==> src/afst_pkg.sv <==
package afst_pkg;

  // ----------------------------------------
  // widths
  // ----------------------------------------
  localparam int ADDR_W = 24;
  localparam int DATA_W = 16;
  localparam int CNT_W = 4;
  localparam int BANK_W = 2;
  localparam int NUM_BANKS = 4;

  // ----------------------------------------
  // register map (byte offsets, byte address = 4 x word index)
  // ----------------------------------------
  localparam logic [7:0] OFS_TIMING = 8'h00;
  localparam logic [7:0] OFS_EXTRA = 8'h04;
  localparam logic [7:0] OFS_CONTROL = 8'h08;
  localparam logic [7:0] OFS_ADDR = 8'h0C;
  localparam logic [7:0] OFS_WDATA = 8'h10;
  localparam logic [7:0] OFS_CMD = 8'h14;
  localparam logic [7:0] OFS_STATUS = 8'h18;
  localparam logic [7:0] OFS_RDATA = 8'h1C;
  localparam logic [7:0] BANK_STRIDE = 8'h20;
  localparam int BANK_SHIFT = 5;

  // ----------------------------------------
  // field positions
  // ----------------------------------------
  localparam int F_RSETUP = 0;
  localparam int F_RACCESS = 4;
  localparam int F_RHOLD = 8;
  localparam int F_WSETUP = 12;
  localparam int F_WACCESS = 16;
  localparam int F_WHOLD = 20;
  localparam int F_PRESETUP = 0;
  localparam int F_PREACCESS = 4;
  localparam int F_RDYEN = 0;
  localparam int F_CMD_WRITE = 0;
  localparam int F_CMD_BANK = 4;
  localparam int F_ST_BUSY = 0;
  localparam int F_ST_DONE = 1;

  // ----------------------------------------
  // reset values
  // ----------------------------------------
  localparam logic [31:0] RST_TIMING = 32'h0011_1111;
  localparam logic [31:0] RST_EXTRA = 32'h0000_0011;
  localparam logic [CNT_W-1:0] CNT_ONE = 4'h1;
  localparam logic [CNT_W-1:0] CNT_ZERO = 4'h0;

  typedef enum {
    ST_IDLE,
    ST_PRESETUP,
    ST_LATCH,
    ST_PREACCESS,
    ST_STROBE,
    ST_HOLD
  } afst_state_e;

  // per-bank timing as used by the sequencer
  typedef struct packed {
    logic [CNT_W-1:0] preSetup;
    logic [CNT_W-1:0] latch;
    logic [CNT_W-1:0] preAccess;
    logic [CNT_W-1:0] access;
    logic [CNT_W-1:0] hold;
  } afst_phase_s;

  // external memory pins
  typedef struct packed {
    logic [ADDR_W-1:0] addr;
    logic [NUM_BANKS-1:0] bankSelN;
    logic latchN;
    logic readN;
    logic writeN;
    logic [DATA_W-1:0] dataOut;
    logic dataOe;
  } afst_pins_s;

endpackage

==> src/afst_strobe_timing.sv <==
`timescale 1ns/10ps
module afst_strobe_timing
  import afst_pkg::*;
(
  input wire logic sys_clk,
  input wire logic resetn,
  input wire logic [7:0] avs_address,
  input wire logic avs_read,
  input wire logic avs_write,
  input wire logic [31:0] avs_writedata,
  output logic [31:0] avs_readdata,
  output logic avs_waitrequest,
  output afst_pins_s memPins,
  input wire logic [DATA_W-1:0] ext_data_in,
  input wire logic ext_ready
);

  // ----------------------------------------
  // helpers
  // ----------------------------------------
  function automatic logic [CNT_W-1:0] fieldAt(input logic [31:0] w, input int pos);
    fieldAt = w[pos +: CNT_W];
  endfunction

  // zero is treated as one cycle so no phase collapses
  function automatic logic [CNT_W-1:0] atLeastOne(input logic [CNT_W-1:0] v);
    atLeastOne = (v == CNT_ZERO) ? CNT_ONE : v;
  endfunction

  logic [31:0] timingRegs [NUM_BANKS];
  logic [31:0] extraRegs [NUM_BANKS];
  logic [NUM_BANKS-1:0] readyWaitEnable;
  logic [ADDR_W-1:0] addr_reg;
  logic [DATA_W-1:0] wdata_reg;
  logic [DATA_W-1:0] rdata_reg;
  logic done_reg;
  logic isWrite_reg;
  logic [BANK_W-1:0] bank_reg;
  logic start;
  afst_state_e state_reg;
  logic [CNT_W-1:0] cnt_reg;
  afst_phase_s phase;
  logic [2:0] rdySync;
  logic rdyStable;
  logic busy;
  logic [BANK_W-1:0] selBank;
  logic [7:0] regOfs;
  logic lastCycle;
  logic [BANK_W-1:0] cmdBank;
  logic cmdWrite;
  afst_phase_s phase_reg;

  assign busy = (state_reg != ST_IDLE);
  assign selBank = avs_address[BANK_SHIFT +: BANK_W];
  assign regOfs = avs_address & (BANK_STRIDE - 8'h01);
  assign start = avs_write && !avs_waitrequest && regOfs == OFS_CMD && !busy;
  // one decode of the command word, shared by sequencer and pin drivers
  assign cmdBank = avs_writedata[F_CMD_BANK +: BANK_W];
  assign cmdWrite = avs_writedata[F_CMD_WRITE];

  // ----------------------------------------
  // bus slave: one-cycle wait then answer
  // ----------------------------------------
  // every access waits one cycle so read data comes from a flop
  always_ff @(posedge sys_clk or negedge resetn) begin
    if (!resetn) begin
      avs_waitrequest <= 1'b1;
    end else if ((avs_read || avs_write) && avs_waitrequest) begin
      avs_waitrequest <= 1'b0;
    end else begin
      avs_waitrequest <= 1'b1;
    end
  end

  always_ff @(posedge sys_clk or negedge resetn) begin
    if (!resetn) begin
      avs_readdata <= 32'h0000_0000;
    end else if (avs_read && avs_waitrequest) begin
      case (regOfs)
        OFS_TIMING: avs_readdata <= timingRegs[selBank];
        OFS_EXTRA: avs_readdata <= extraRegs[selBank];
        OFS_CONTROL: avs_readdata <= {31'h0000_0000, readyWaitEnable[selBank]};
        OFS_ADDR: avs_readdata <= {8'h00, addr_reg};
        OFS_WDATA: avs_readdata <= {16'h0000, wdata_reg};
        OFS_STATUS: avs_readdata <= {30'h0000_0000, done_reg, busy};
        OFS_RDATA: avs_readdata <= {16'h0000, rdata_reg};
        default: avs_readdata <= 32'h0000_0000;
      endcase
    end
  end

  // ----------------------------------------
  // per-bank timing and control registers
  // ----------------------------------------
  always_ff @(posedge sys_clk or negedge resetn) begin
    if (!resetn) begin
      for (int i = 0; i < NUM_BANKS; i++) begin
        timingRegs[i] <= RST_TIMING;
        extraRegs[i] <= RST_EXTRA;
        readyWaitEnable[i] <= 1'b0;
      end
    end else if (avs_write && !avs_waitrequest) begin
      case (regOfs)
        OFS_TIMING: timingRegs[selBank] <= avs_writedata;
        OFS_EXTRA: extraRegs[selBank] <= avs_writedata;
        OFS_CONTROL: readyWaitEnable[selBank] <= avs_writedata[F_RDYEN];
        default: ;
      endcase
    end
  end

  // ----------------------------------------
  // shared address and write data
  // ----------------------------------------
  // frozen while a cycle runs: pins must hold them through hold
  always_ff @(posedge sys_clk or negedge resetn) begin
    if (!resetn) begin
      addr_reg <= '0;
      wdata_reg <= '0;
    end else if (avs_write && !avs_waitrequest && !busy) begin
      case (regOfs)
        OFS_ADDR: addr_reg <= avs_writedata[ADDR_W-1:0];
        OFS_WDATA: wdata_reg <= avs_writedata[DATA_W-1:0];
        default: ;
      endcase
    end
  end

  // ----------------------------------------
  // ready input synchroniser
  // ----------------------------------------
  always_ff @(posedge sys_clk or negedge resetn) begin
    if (!resetn) begin
      rdySync <= 3'b000;
      rdyStable <= 1'b0;
    end else begin
      rdySync <= {rdySync[1:0], ext_ready};
      if (rdySync[1] == rdySync[2]) rdyStable <= rdySync[2];
    end
  end

  // ----------------------------------------
  // phase selection for the commanded bank
  // ----------------------------------------
  always_comb begin
    phase.preSetup = atLeastOne(fieldAt(extraRegs[cmdBank], F_PRESETUP));
    phase.preAccess = atLeastOne(fieldAt(extraRegs[cmdBank], F_PREACCESS));
    if (cmdWrite) begin
      phase.latch = atLeastOne(fieldAt(timingRegs[cmdBank], F_WSETUP));
      phase.access = atLeastOne(fieldAt(timingRegs[cmdBank], F_WACCESS));
      phase.hold = atLeastOne(fieldAt(timingRegs[cmdBank], F_WHOLD));
    end else begin
      phase.latch = atLeastOne(fieldAt(timingRegs[cmdBank], F_RSETUP));
      phase.access = atLeastOne(fieldAt(timingRegs[cmdBank], F_RACCESS));
      phase.hold = atLeastOne(fieldAt(timingRegs[cmdBank], F_RHOLD));
    end
  end

  // ----------------------------------------
  // timing snapshot
  // ----------------------------------------
  // counts frozen at start: a timing write mid-cycle cannot bend a running strobe
  always_ff @(posedge sys_clk or negedge resetn) begin
    if (!resetn) begin
      phase_reg <= '0;
    end else if (start) begin
      phase_reg <= phase;
    end
  end

  // strobe extends only while ready is low and waiting is enabled
  assign lastCycle = (cnt_reg == CNT_ONE) &&
                     (!readyWaitEnable[bank_reg] || rdyStable);

  // ----------------------------------------
  // sequencer
  // ----------------------------------------
  always_ff @(posedge sys_clk or negedge resetn) begin
    if (!resetn) begin
      state_reg <= ST_IDLE;
      cnt_reg <= CNT_ZERO;
      isWrite_reg <= 1'b0;
      bank_reg <= '0;
    end else begin
      case (state_reg)
        ST_IDLE: begin
          if (start) begin
            isWrite_reg <= cmdWrite;
            bank_reg <= cmdBank;
            state_reg <= ST_PRESETUP;
            cnt_reg <= phase.preSetup;
          end
        end
        ST_PRESETUP: begin
          if (cnt_reg == CNT_ONE) begin
            state_reg <= ST_LATCH;
            cnt_reg <= phase_reg.latch;
          end else cnt_reg <= cnt_reg - CNT_ONE;
        end
        ST_LATCH: begin
          if (cnt_reg == CNT_ONE) begin
            state_reg <= ST_PREACCESS;
            cnt_reg <= phase_reg.preAccess;
          end else cnt_reg <= cnt_reg - CNT_ONE;
        end
        ST_PREACCESS: begin
          if (cnt_reg == CNT_ONE) begin
            state_reg <= ST_STROBE;
            cnt_reg <= phase_reg.access;
          end else cnt_reg <= cnt_reg - CNT_ONE;
        end
        ST_STROBE: begin
          if (lastCycle) begin
            state_reg <= ST_HOLD;
            cnt_reg <= phase_reg.hold;
          end else if (cnt_reg != CNT_ONE) cnt_reg <= cnt_reg - CNT_ONE;
        end
        ST_HOLD: begin
          if (cnt_reg == CNT_ONE) state_reg <= ST_IDLE;
          else cnt_reg <= cnt_reg - CNT_ONE;
        end
        default: state_reg <= ST_IDLE;
      endcase
    end
  end

  // ----------------------------------------
  // read capture and completion flag
  // ----------------------------------------
  always_ff @(posedge sys_clk or negedge resetn) begin
    if (!resetn) begin
      rdata_reg <= '0;
    end else if (state_reg == ST_STROBE && lastCycle && !isWrite_reg) begin
      rdata_reg <= ext_data_in;
    end
  end

  // set wins over clear by starting a new command
  always_ff @(posedge sys_clk or negedge resetn) begin
    if (!resetn) begin
      done_reg <= 1'b0;
    end else if (state_reg == ST_HOLD && cnt_reg == CNT_ONE) begin
      done_reg <= 1'b1;
    end else if (start) begin
      done_reg <= 1'b0;
    end
  end

  // ----------------------------------------
  // pin drivers, all registered, all but dataOut from next state
  // ----------------------------------------
  afst_state_e nState;
  logic nWrite;
  logic [BANK_W-1:0] nBank;
  always_comb begin
    nState = state_reg;
    nWrite = isWrite_reg;
    nBank = bank_reg;
    case (state_reg)
      ST_IDLE: if (start) begin
        nState = ST_PRESETUP;
        nWrite = cmdWrite;
        nBank = cmdBank;
      end
      ST_PRESETUP: if (cnt_reg == CNT_ONE) nState = ST_LATCH;
      ST_LATCH: if (cnt_reg == CNT_ONE) nState = ST_PREACCESS;
      ST_PREACCESS: if (cnt_reg == CNT_ONE) nState = ST_STROBE;
      ST_STROBE: if (lastCycle) nState = ST_HOLD;
      ST_HOLD: if (cnt_reg == CNT_ONE) nState = ST_IDLE;
      default: nState = ST_IDLE;
    endcase
  end

  always_ff @(posedge sys_clk or negedge resetn) begin
    if (!resetn) begin
      memPins.addr <= '0;
      memPins.bankSelN <= '1;
      memPins.latchN <= 1'b1;
      memPins.readN <= 1'b1;
      memPins.writeN <= 1'b1;
      memPins.dataOut <= '0;
      memPins.dataOe <= 1'b0;
    end else begin
      // address, bank and data stable from pre-setup through hold
      memPins.addr <= (nState != ST_IDLE) ? addr_reg : memPins.addr;
      memPins.bankSelN <= (nState != ST_IDLE) ?
                          ~(NUM_BANKS'(1) << nBank) : '1;
      memPins.latchN <= !(nState == ST_LATCH);
      memPins.readN <= !(nState == ST_STROBE && !nWrite);
      memPins.writeN <= !(nState == ST_STROBE && nWrite);
      memPins.dataOut <= wdata_reg;
      memPins.dataOe <= (nState != ST_IDLE) && nWrite;
    end
  end

endmodule // afst_strobe_timing

==> config.mk <==
export PLATFORM = sky130hd
export DESIGN_NAME = afst_strobe_timing
export DESIGN_NICKNAME = d
export VERILOG_FILES = /design/src/afst_pkg.sv /design/src/afst_strobe_timing.sv
export SDC_FILE = /design/constraint.sdc
export NUM_CORES = 1
export LEC_CHECK = 0
export BUFFER_PORTS_ARGS = -buffer_cell sky130_fd_sc_hd__buf_2
export CORE_UTILIZATION = 41
export CTS_BUF_LIST = sky130_fd_sc_hd__clkbuf_8
export DETAILED_ROUTE_END_ITERATION = 8
export PLACE_DENSITY_LB_ADDON = 0.25
export SYNTH_ARGS = -nofsm -noshare
export SYNTH_HDL_FRONTEND = slang
export SYNTH_SLANG_ARGS = --single-unit
==> constraint.sdc <==
create_clock -name sys_clk -period 2.89 [get_ports sys_clk]
set_input_delay 0.1445 -clock sys_clk [delete_from_list [all_inputs] [get_ports sys_clk]]
set_output_delay 0.1445 -clock sys_clk [all_outputs]
set_load 0.03 [all_outputs]
==> impl_results.md, run 1 <==
* Status: finished, final reports clean
* Post-Syn Area at 20,300 sq um
* Vias at 12,893
* Initial Utilization at 41.5%
* Largest area contributor in the netlist: dfrtp_1
* Sequential area share after synthesis at 56.5%
* Slowest library cell on the worst path: dfrtp_1
* Clk slew on worst S/H paths at 0.06 ns
* Synth top cells by count: 417 x dfrtp_1, 336 x mux2_2, 97 x mux4_2
* Syn Inst Count at 1,366
* FMAX at 363 MHz
* Crit path DAT at 3.28 ns
* Max Cap Viol at 0
* Die area at 50,500 sq um
* Crit path max-delay family: simple AND/OR/NAND/NOR gates
* Final Core Density at 50.2%
* Min-Delay Path Class: in -> async
* Largest net degree at the start of global routing at 89
* Hold Fails Final Rpt at 0
* Sum of buffers and inverters on the critical path at 2
* Pwr Density at 571 nW/um^2
* Final period util at 95.3%
* RSZ-0062 raised after global routing: false
* Synth Register Bits at 457
* GPL Wtd Cong at 0.865
* TritonCTS clock tree: done
* Die H at 225 um
* Buffers added on ports at 140
* Final slew viol count at 0
* Clk root buf: clkbuf_8
* Top cells by area, synth: dfrtp_1 51%, mux2_2 19%, mux4_2 11%
* Fin crit period at 2.75 ns
* Internal reg-to-reg setup slack at 0.14 ns
* Die W at 225 um
* # fillers at 4,251
* CP Cell Sequence: ha_1, nor3b_4, buf_4, and3_1, a211o_1, o2111a_2, nor3_4, buf_4, mux2_2
* Reg-to-Reg Start: cnt_reg[0]
* Most common cell in the netlist: dfrtp_1
* CP dominant cell by count: buf_4
* CP required at 3.41 ns
* Gr ovfl total at 0
* Static leakage at 11.9 nW
* Area of the multi-input gates at 8510 sq um
* Worst-Margin Slew at 0.822 ns
* Mean Syn Cell Area at 14.9 sq um
* Core Region at 49,000 sq um
* Iteration count of the initial detailed-routing pass at 7
* Row cnt at 81
* Worst Skew at 0.0342 ns
* Nets at 1,696
* Synth unique cells at 71
* Crit path max fanout at 9
* Post-route ant nets at 0
* Iteration-0 DRC Markers at 909
* Largest regs: extraRegs x128, timingRegs x128, memPins x48
* Final setup violation count at 0
* Htree depth at 3
* First-pass GRT wire length at 81.0 mm
* Synth warnings at 0
* Clk Latency, worst-skew pair at 0.66 ns
* IO Pins at 142
* DRT Wirelength at 51.9 mm
* Worst setup SP type: flip-flop
* Total CTS buffers at 82
* Slowest stage delay, CP at 0.41 ns
* DRC at 0
* Via count of the first global-routing pass at 13,616
* All-Layer GR Usage at 21.3%
* Setup TNS at 0 ns
* Worst setup EP type: flip-flop
* Layout cell share with drive strength beyond 1 at 49.4%
* Routed wire per std cell at 21.9 um
* Sinks on the clock net at 457
* Final HPWL DP at 33.5 mm
* Area Growth Syn to Fin at 20.9%
* CTS Buffer Depth at 3
* Yosys top cell area share at 51.3%
* Max-slew headroom at 45.2%
* Top_reg_cell synth: dfrtp_1
* Number of synthesized flops with an enable pin at 0
* Antenna violations before repair at 2
* DR vias/cell at 5.44
* Max VDD drop at 0.315 mV
* Crit Path Category: reg -> reg
* Reg area at 11,500 sq um
* Post_cts resized at 0
* Crit path launch: cnt_reg[0]
* Asr flop ratio synth at 100%
[what timing repair did]
action / 4_1_cts / 5_1_grt
buffers inserted: 0 / 0
hold buffers: 51 / 0
hold endpoints to repair: 361 / 0
[worst paths after layout]
path | end | cells past startpoint
setup / recovery | memPins[41] | 9
hold / removal | timingRegs[120] | 2
setup reg to reg | memPins[41] | 9
hold reg to reg | rdySync[1] | 0
max in group asynchronous | extraRegs[4] | 3
min in group sys_clk | bank_reg[0] | 4
[metal layers]
metal / global-route usage, % / part of all wire [%] / vias up
li1: - / - / 5679
met1: 29.6 / 45 / 6797
met2: 34.0 / 48 / 349
met3: 4.02 / 5.4 / 66
met4: 6.25 / 1.6 / 2
met5: 0 / 0.025 / -
[report_power, final]
part | leakage, nW | internal (mW) | switching, mW
Clock | 0.993 | 3.58 | 2.76
Sequential | 6.12 | 6.62 | 0.112
Combinational | 4.76 | 0.442 | 0.503
Total | 11.9 | 10.6 | 3.38
[worst reg2reg max path: stages, from the launching register on]
cell	delay, ns
dfrtp_1	0.41
ha_1	0.24
nor3b_4	0.17
buf_4	0.18
and3_1	0.17
a211o_1	0.26
o2111a_2	0.29
nor3_4	0.28
buf_4	0.28
mux2_2	0.37
[cell type report]
cell class	instances	share of cell area [%]
flip-flops and latches	457	46.7
multi-input cells	824	34.6
repair buffers	262	8.02
clock buffers	99	5.54
well taps	664	3.38
clock inverters	55	1.59
inverters	6	0.0916
diodes	1	0.0102
[logic make-up after synthesis]
| logic type | synth area share [%] |
|---|---|
| mux | 30.7 |
| flops | 56.5 |
| simple gates | 4.56 |
| compound gates | 5.61 |
| buf+inv | 2.41 |
| fa+ha+maj | 0.172 |
| other cells | 0.0184 |
[layout by cell type (no fill, tap or decap), types with 18 or more instances in the layout]
cell type and n:
a21oi_1 23, a22oi_1 20, buf_2 137, buf_4 56, clkbuf_8 99, clkinv_2 20, conb_1 29, dfrtp_1 417
dfstp_2 40, dlygate4sd3_1 51, inv_1 29, mux2_2 336, mux2i_1 18, mux4_2 97, nand2_1 72, o21ai_0 45
[metrics by stage]
stage | instance area, sq um | instances | setup slack, ns | total power [mW] | hold WS [ns]
floorplan | 20400 | 1394 | 0.414 | 7.31 | -0.151
global placement | 22300 | 2162 | 0.180 | 7.71 | 0.221
detailed placement | 22300 | 2162 | 0.166 | 7.75 | 0.228
CTS | 24600 | 2367 | 0.149 | 14.2 | 0.0910
global route | 24600 | 2368 | 0.0545 | 14.6 | 0.150
finish | 24600 | 2368 | 0.136 | 14.0 | 0.123
Note: power is estimated with default switching activity, not from simulation.
==> run 2, diff against run 1 <==
CORE_MARGIN = 5   (was default)
CORE_UTILIZATION = 25   (was 41)
CTS_BUF_LIST = sky130_fd_sc_hd__clkbuf_4   (was sky130_fd_sc_hd__clkbuf_8)
==> run 2 against run 1 <==
Core utilization shrank 19 points. Combinational power up 8%. Clock skew is 0.035 ns higher. Highest routed layer is now met4. Non-clock buffer count increased by 39. Setup slack got worse by 0.021 ns. Register-to-register slack got worse by 0.02 ns. Design area up 3.6%. Critical path type unchanged. First-iteration DRC count decreased by 14%. Critical path depth grew 1. Global-route usage is 7.2 points lower. Fmax down 0.76%.
==> impl_results.md, run 2 (synthesis gave the netlist of run 1 again) <==
* All-Layer GR Usage at 14.0%
* Post_cts resized at 0
* Pwr Density at 555 nW/um^2
* Max VDD drop at 0.269 mV
* Final period util at 96.0%
* Antenna violations before repair at 3
* Hold Startpoint: avs_writedata[28]
* Nets at 1,786
* Largest regs: extraRegs x128, timingRegs x128, memPins x48
* Status: finished, final reports clean
* Worst-Margin Slew at 0.808 ns
* Hold path depth at 3
* Final HPWL DP at 39.2 mm
* FMAX at 360 MHz
* Clk Latency, worst-skew pair at 0.93 ns
* Die area at 87,100 sq um
* Reg-to-reg endpoint: memPins[31]
* Commonest non-fill, non-tap cell in the layout: dfrtp_1
* Max-slew headroom at 45.7%
* Post-route ant nets at 0
* Area Growth Syn to Fin at 25.2%
* Final instance area at 25,500 sq um
* Largest net degree at the start of global routing at 85
* Iteration count of the initial detailed-routing pass at 5
* P_sw at 3.52 mW
* Hold endpoint: timingRegs[92]
* Setup TNS at 0 ns
* Total CTS buffers at 133
* Buffer count from post-CTS setup fixing at 0
* IO Pins at 142
* Fin crit period at 2.77 ns
* Initial Utilization at 25.2%
* Crit path max fanout at 20
* Row cnt at 104
* Worst setup EP type: flip-flop
* Worst setup SP type: flip-flop
* Clock Power Share at 45.2%
* Core Region at 80,500 sq um
* Internal reg-to-reg setup slack at 0.12 ns
* Final slew viol count at 0
* GPL Wtd Cong at 0.805
* DP Area at 22,700 sq um
* Gr ovfl total at 0
* DR vias/cell at 4.69
* Most frequent cells in the layout: 417 x dfrtp_1, 336 x mux2_2, 206 x clkbuf_4, 137 x buf_2, 97 x mux4_2
* Crit path DAT at 3.55 ns
* Reg-to-Reg Start: cnt_reg[1]
* Final setup violation count at 0
* Clk root buf: clkbuf_4
* Sinks on the clock net at 457
* DRC at 0
* Die W at 295 um
* CP required at 3.66 ns
* R2R depth at 10
* Crit Path Category: reg -> reg
* Die H at 295 um
* Switch share at 24.9%
* Max Cap Viol at 0
* Buffers added on ports at 140
* Hold_buf cts at 94
* First-pass GRT wire length at 93.2 mm
* Hold Fails Final Rpt at 0
* Comb pwr share at 7.2%
* DRT Wirelength at 60.7 mm
* Vias at 13,548
* Worst Skew at 0.0691 ns
* Iteration-0 DRC Markers at 781
* Cell internal pwr at 10.6 mW
* Clk slew on worst S/H paths at 0.07 ns
* Static leakage at 12.1 nW
* Layout cell share with drive strength beyond 1 at 51.1%
* Htree depth at 4
* CTS Buffer Depth at 3
* RSZ-0062 raised after global routing: false
* Min-Delay Path Class: in -> reg
* Routed wire per std cell at 21.0 um
* TritonCTS clock tree: done
* Sequential share of power at 47.6%
* Via count of the first global-routing pass at 14,805
## run 2: cell count changes in the layout (fill, tap and decap cells not counted), moves of 4 or more
cell | previous run | this run
buf_12 | 17 | 12
clkbuf_4 | 0 | 206
clkbuf_8 | 99 | 0
clkinv_1 | 0 | 9
clkinv_2 | 20 | 3
clkinv_4 | 0 | 5
diode_2 | 1 | 5
dlygate4sd3_1 | 51 | 93
inv_1 | 29 | 6
## run 2: critical path, cell delays in order, from the launching register on
cell	delay, ns
dfrtp_1	0.37
inv_1	0.08
ha_1	0.20
nor3b_4	0.16
buf_4	0.17
and3_1	0.16
a211o_1	0.25
o2111a_2	0.29
nor3_4	0.34
buf_12	0.23
mux2_2	0.36
## run 2: worst max-delay path by stage
| stage | start | to | slack (ns) | cells after the start |
|---|---|---|---|---|
| 5_1_grt | cnt_reg[1] | memPins[33] | 0.01 | 10 |
| 6_report | cnt_reg[1] | memPins[31] | 0.12 | 10 |
| 3_5_place_dp | cnt_reg[0] | memPins[38] | 0.1 | 9 |
| 4_1_cts | cnt_reg[1] | memPins[33] | 0.10 | 10 |
| 2_1_floorplan | cnt_reg[1] | memPins[42] | 0.41 | 10 |
| 3_3_place_gp | cnt_reg[1] | memPins[37] | 0.10 | 10 |
## run 2: final cells by class
cell class              instances  area [sq um]
clock buffers                 206          1550
flip-flops and latches        457         11500
well taps                    1060          1330
fillers                      8048         55100
repair buffers                301          2330
diodes                          5          12.5
inverters                       6          22.5
clock inverters                27           229
multi-input cells             824          8510
## run 2: layer usage
layer  vias to the layer above  GRT usage, %  share of wire (%)
met5                         -             0                  0
met4                         0          3.90                1.4
met3                        69          3.88                5.9
met2                       394          22.9                 49
met1                      7151          18.5                 44
li1                       5934             -                  -
## run 2: per-stage QoR
| step | setup slack, ns | utilization [%] | power (mW) | hold slack (ns) | instances |
|---|---|---|---|---|---|
| 2_1_floorplan | 0.414 | - | 7.31 | -0.151 | 1394 |
| 3_3_place_gp | 0.103 | 28.2 | 7.74 | 0.204 | 2554 |
| 3_5_place_dp | 0.0999 | 28.2 | 7.77 | 0.218 | 2554 |
| 4_1_cts | 0.105 | 31.6 | 14.5 | 0.00403 | 2881 |
| 5_1_grt | 0.0132 | 31.6 | 14.9 | 0.0241 | 2885 |
| 6_report | 0.115 | 31.6 | 14.1 | 0.142 | 2886 |
## run 2: power groups by stage
stage / clock [mW] / combinational (mW) / sequential, mW
5_1_grt: 7.02 / 1.11 / 6.75
6_report: 6.39 / 1.02 / 6.73
3_5_place_dp: 0 / 0.925 / 6.85
3_3_place_gp: 0 / 0.906 / 6.83
2_1_floorplan: 0 / 0.500 / 6.81
4_1_cts: 6.68 / 1.04 / 6.73
==> run 3, diff against run 2 <==
GPL_ROUTABILITY_DRIVEN = 0   (was default)
PLACE_DENSITY = 0.43   (was default)
PLACE_DENSITY_LB_ADDON = default   (was 0.25)
==> run 3 against run 2 <==
Register-to-register slack improved by 0.03 ns. Core utilization is 0.065 points higher. Flip-flop and latch count did not move. Hold slack worse by 0.031 ns. Global-route usage grew 0.50 points. Clock skew fell by 0.0044 ns. Critical endpoint is now memPins[39].
==> impl_results.md, run 3 (synthesis gave the netlist of run 1 again) <==
* Clk root buf: clkbuf_4
* First-pass GRT wire length at 95.7 mm
* Internal reg-to-reg setup slack at 0.15 ns
* Status: finished, final reports clean
* Nets at 1,798
* Slowest library cell on the worst path: dfrtp_1
* Crit path max fanout at 9
* Most frequent cells in the layout: 417 x dfrtp_1, 336 x mux2_2, 207 x clkbuf_4, 137 x buf_2, 97 x mux4_2
* Dpl ws at 0.172 ns
* Max Cap Viol at 0
* WL met2 at 29.8 mm
* Largest net degree at the start of global routing at 92
* Iteration-0 DRC Markers at 646
* RSZ-0062 raised after global routing: false
* Worst setup SP type: flip-flop
* Worst Skew at 0.0648 ns
* Crit path DAT at 3.55 ns
* Htree depth at 4
* Gr ovfl total at 0
* Fin crit period at 2.74 ns
* Row cnt at 104
* Crit Path Category: reg -> reg
* Buffers added on ports at 140
* CP dominant cell by count: buf_4
* CTS Buffer Depth at 3
* Slowest stage delay, CP at 0.36 ns
* Post-route ant nets at 0
* DRC at 0
* Min-Delay Path Class: in -> reg
* DR vias/cell at 4.63
* Area Growth Syn to Fin at 25.5%
* Final period util at 95.0%
* Static leakage at 12.1 nW
* Largest regs: extraRegs x128, timingRegs x128, memPins x48
* DRT Wirelength at 62.2 mm
* Sinks on the clock net at 457
* Via count of the first global-routing pass at 14,893
* CP required at 3.70 ns
* Buffer count from post-CTS setup fixing at 0
* CP Cell Sequence: inv_1, ha_1, nor3b_4, buf_4, and3_1, a211o_1, o2111a_2, nor3_4, buf_4, mux2_2
* Metal3 WL at 2.95 mm
* Die area at 87,100 sq um
* Clk slew on worst S/H paths at 0.06 ns
* FMAX at 364 MHz
* Final HPWL DP at 40.8 mm
* Initial Utilization at 25.2%
* Commonest non-fill, non-tap cell in the layout: dfrtp_1
* Crit path max-delay family: simple AND/OR/NAND/NOR gates
* Area of the multi-input gates at 8520 sq um
* Vias at 13,428
* Pwr Density at 550 nW/um^2
* Die H at 295 um
* Total CTS buffers at 137
* Setup TNS at 0 ns
* Die W at 295 um
* Iteration count of the initial detailed-routing pass at 6
* Setup ws final at 0.145 ns
* Clk Latency, worst-skew pair at 0.98 ns
* Core Region at 80,500 sq um
* TritonCTS clock tree: done
* Antenna violations before repair at 4
* IO Pins at 142
* Reg area at 11,500 sq um
* Worst-Margin Slew at 0.717 ns
* Sum of buffers and inverters on the critical path at 3
* # fillers at 8,038
* All-Layer GR Usage at 14.5%
* Wl on met1 at 28.0 mm
* Worst setup EP type: flip-flop
* DR top layer: met5
* Max-slew headroom at 52.2%
* Hold Fails Final Rpt at 0
* Final slew viol count at 0
* Routed wire per std cell at 21.5 um
* Max VDD drop at 0.286 mV
* Final setup violation count at 0
* Layout cell share with drive strength beyond 1 at 51.1%
==> run 3: cell types whose count changed in the layout (fill, tap and decap cells not counted), moves of 3 or more <==
cell / change
inv_6: +9
clkinv_1: +6
buf_4: +4
bufinv_16: -3
dlygate4sd3_1: +3
==> run 3: repair_timing <==
action | in CTS | in global routing
setup endpoints to repair | 0 | 14
hold buffers | 97 | 0
hold endpoints to repair | 839 | 0
resized for setup | 0 | 1
==> run 3: layout make-up <==
cell class	count	area share, %
antenna	3	0.0294
clock buffer	207	6.09
clock inverter	33	0.785
inverter	6	0.0883
multi-input combinational	824	33.4
sequential	457	45.0
tap	1060	5.20
timing repair buffer	309	9.41
==> run 3: through the flow <==
stage / util (%) / power (mW) / std cells / cell area (sq um) / hold WS [ns]
6_report: 31.7 / 14.0 / 2899 / 25500 / 0.111
5_1_grt: 31.7 / 14.8 / 2899 / 25500 / 0.00648
4_1_cts: 31.7 / 14.4 / 2896 / 25500 / 0.000951
3_5_place_dp: 28.3 / 7.79 / 2559 / 22800 / 0.0837
3_3_place_gp: 28.3 / 7.75 / 2559 / 22800 / 0.0789
2_1_floorplan: - / 7.31 / 1394 / 20400 / -0.151
==> run 3: worst paths after layout <==
kind,startpoint,to,cells after the start
setup / recovery,cnt_reg[1],memPins[39],10
hold / removal,avs_writedata[26],extraRegs[90],3
setup reg to reg,cnt_reg[1],memPins[39],10
hold reg to reg,wdata_reg[6],memPins[7],0
max in group asynchronous,resetn,extraRegs[41],5
min in group asynchronous,resetn,timingRegs[117],4
==> run 3: where the power goes <==
group | internal [mW] | total, mW | switching, mW
clock network | 3.31 | 6.27 | 2.96
logic | 0.483 | 1.02 | 0.541
registers | 6.62 | 6.73 | 0.113
total | 10.4 | 14.0 | 3.62
==> run 3: metal layers <==
layer	vias up	global-route usage, %
met5	-	0
met4	2	4.45
met3	97	3.81
met2	335	23.4
met1	7063	19.4
li1	5931	-
==> run 3: tightest hold or removal path: cells and delay by family <==
family / cells / cell delay, ns
buffers and inverters: 2 / 0.72
multiplexers: 1 / 0.16
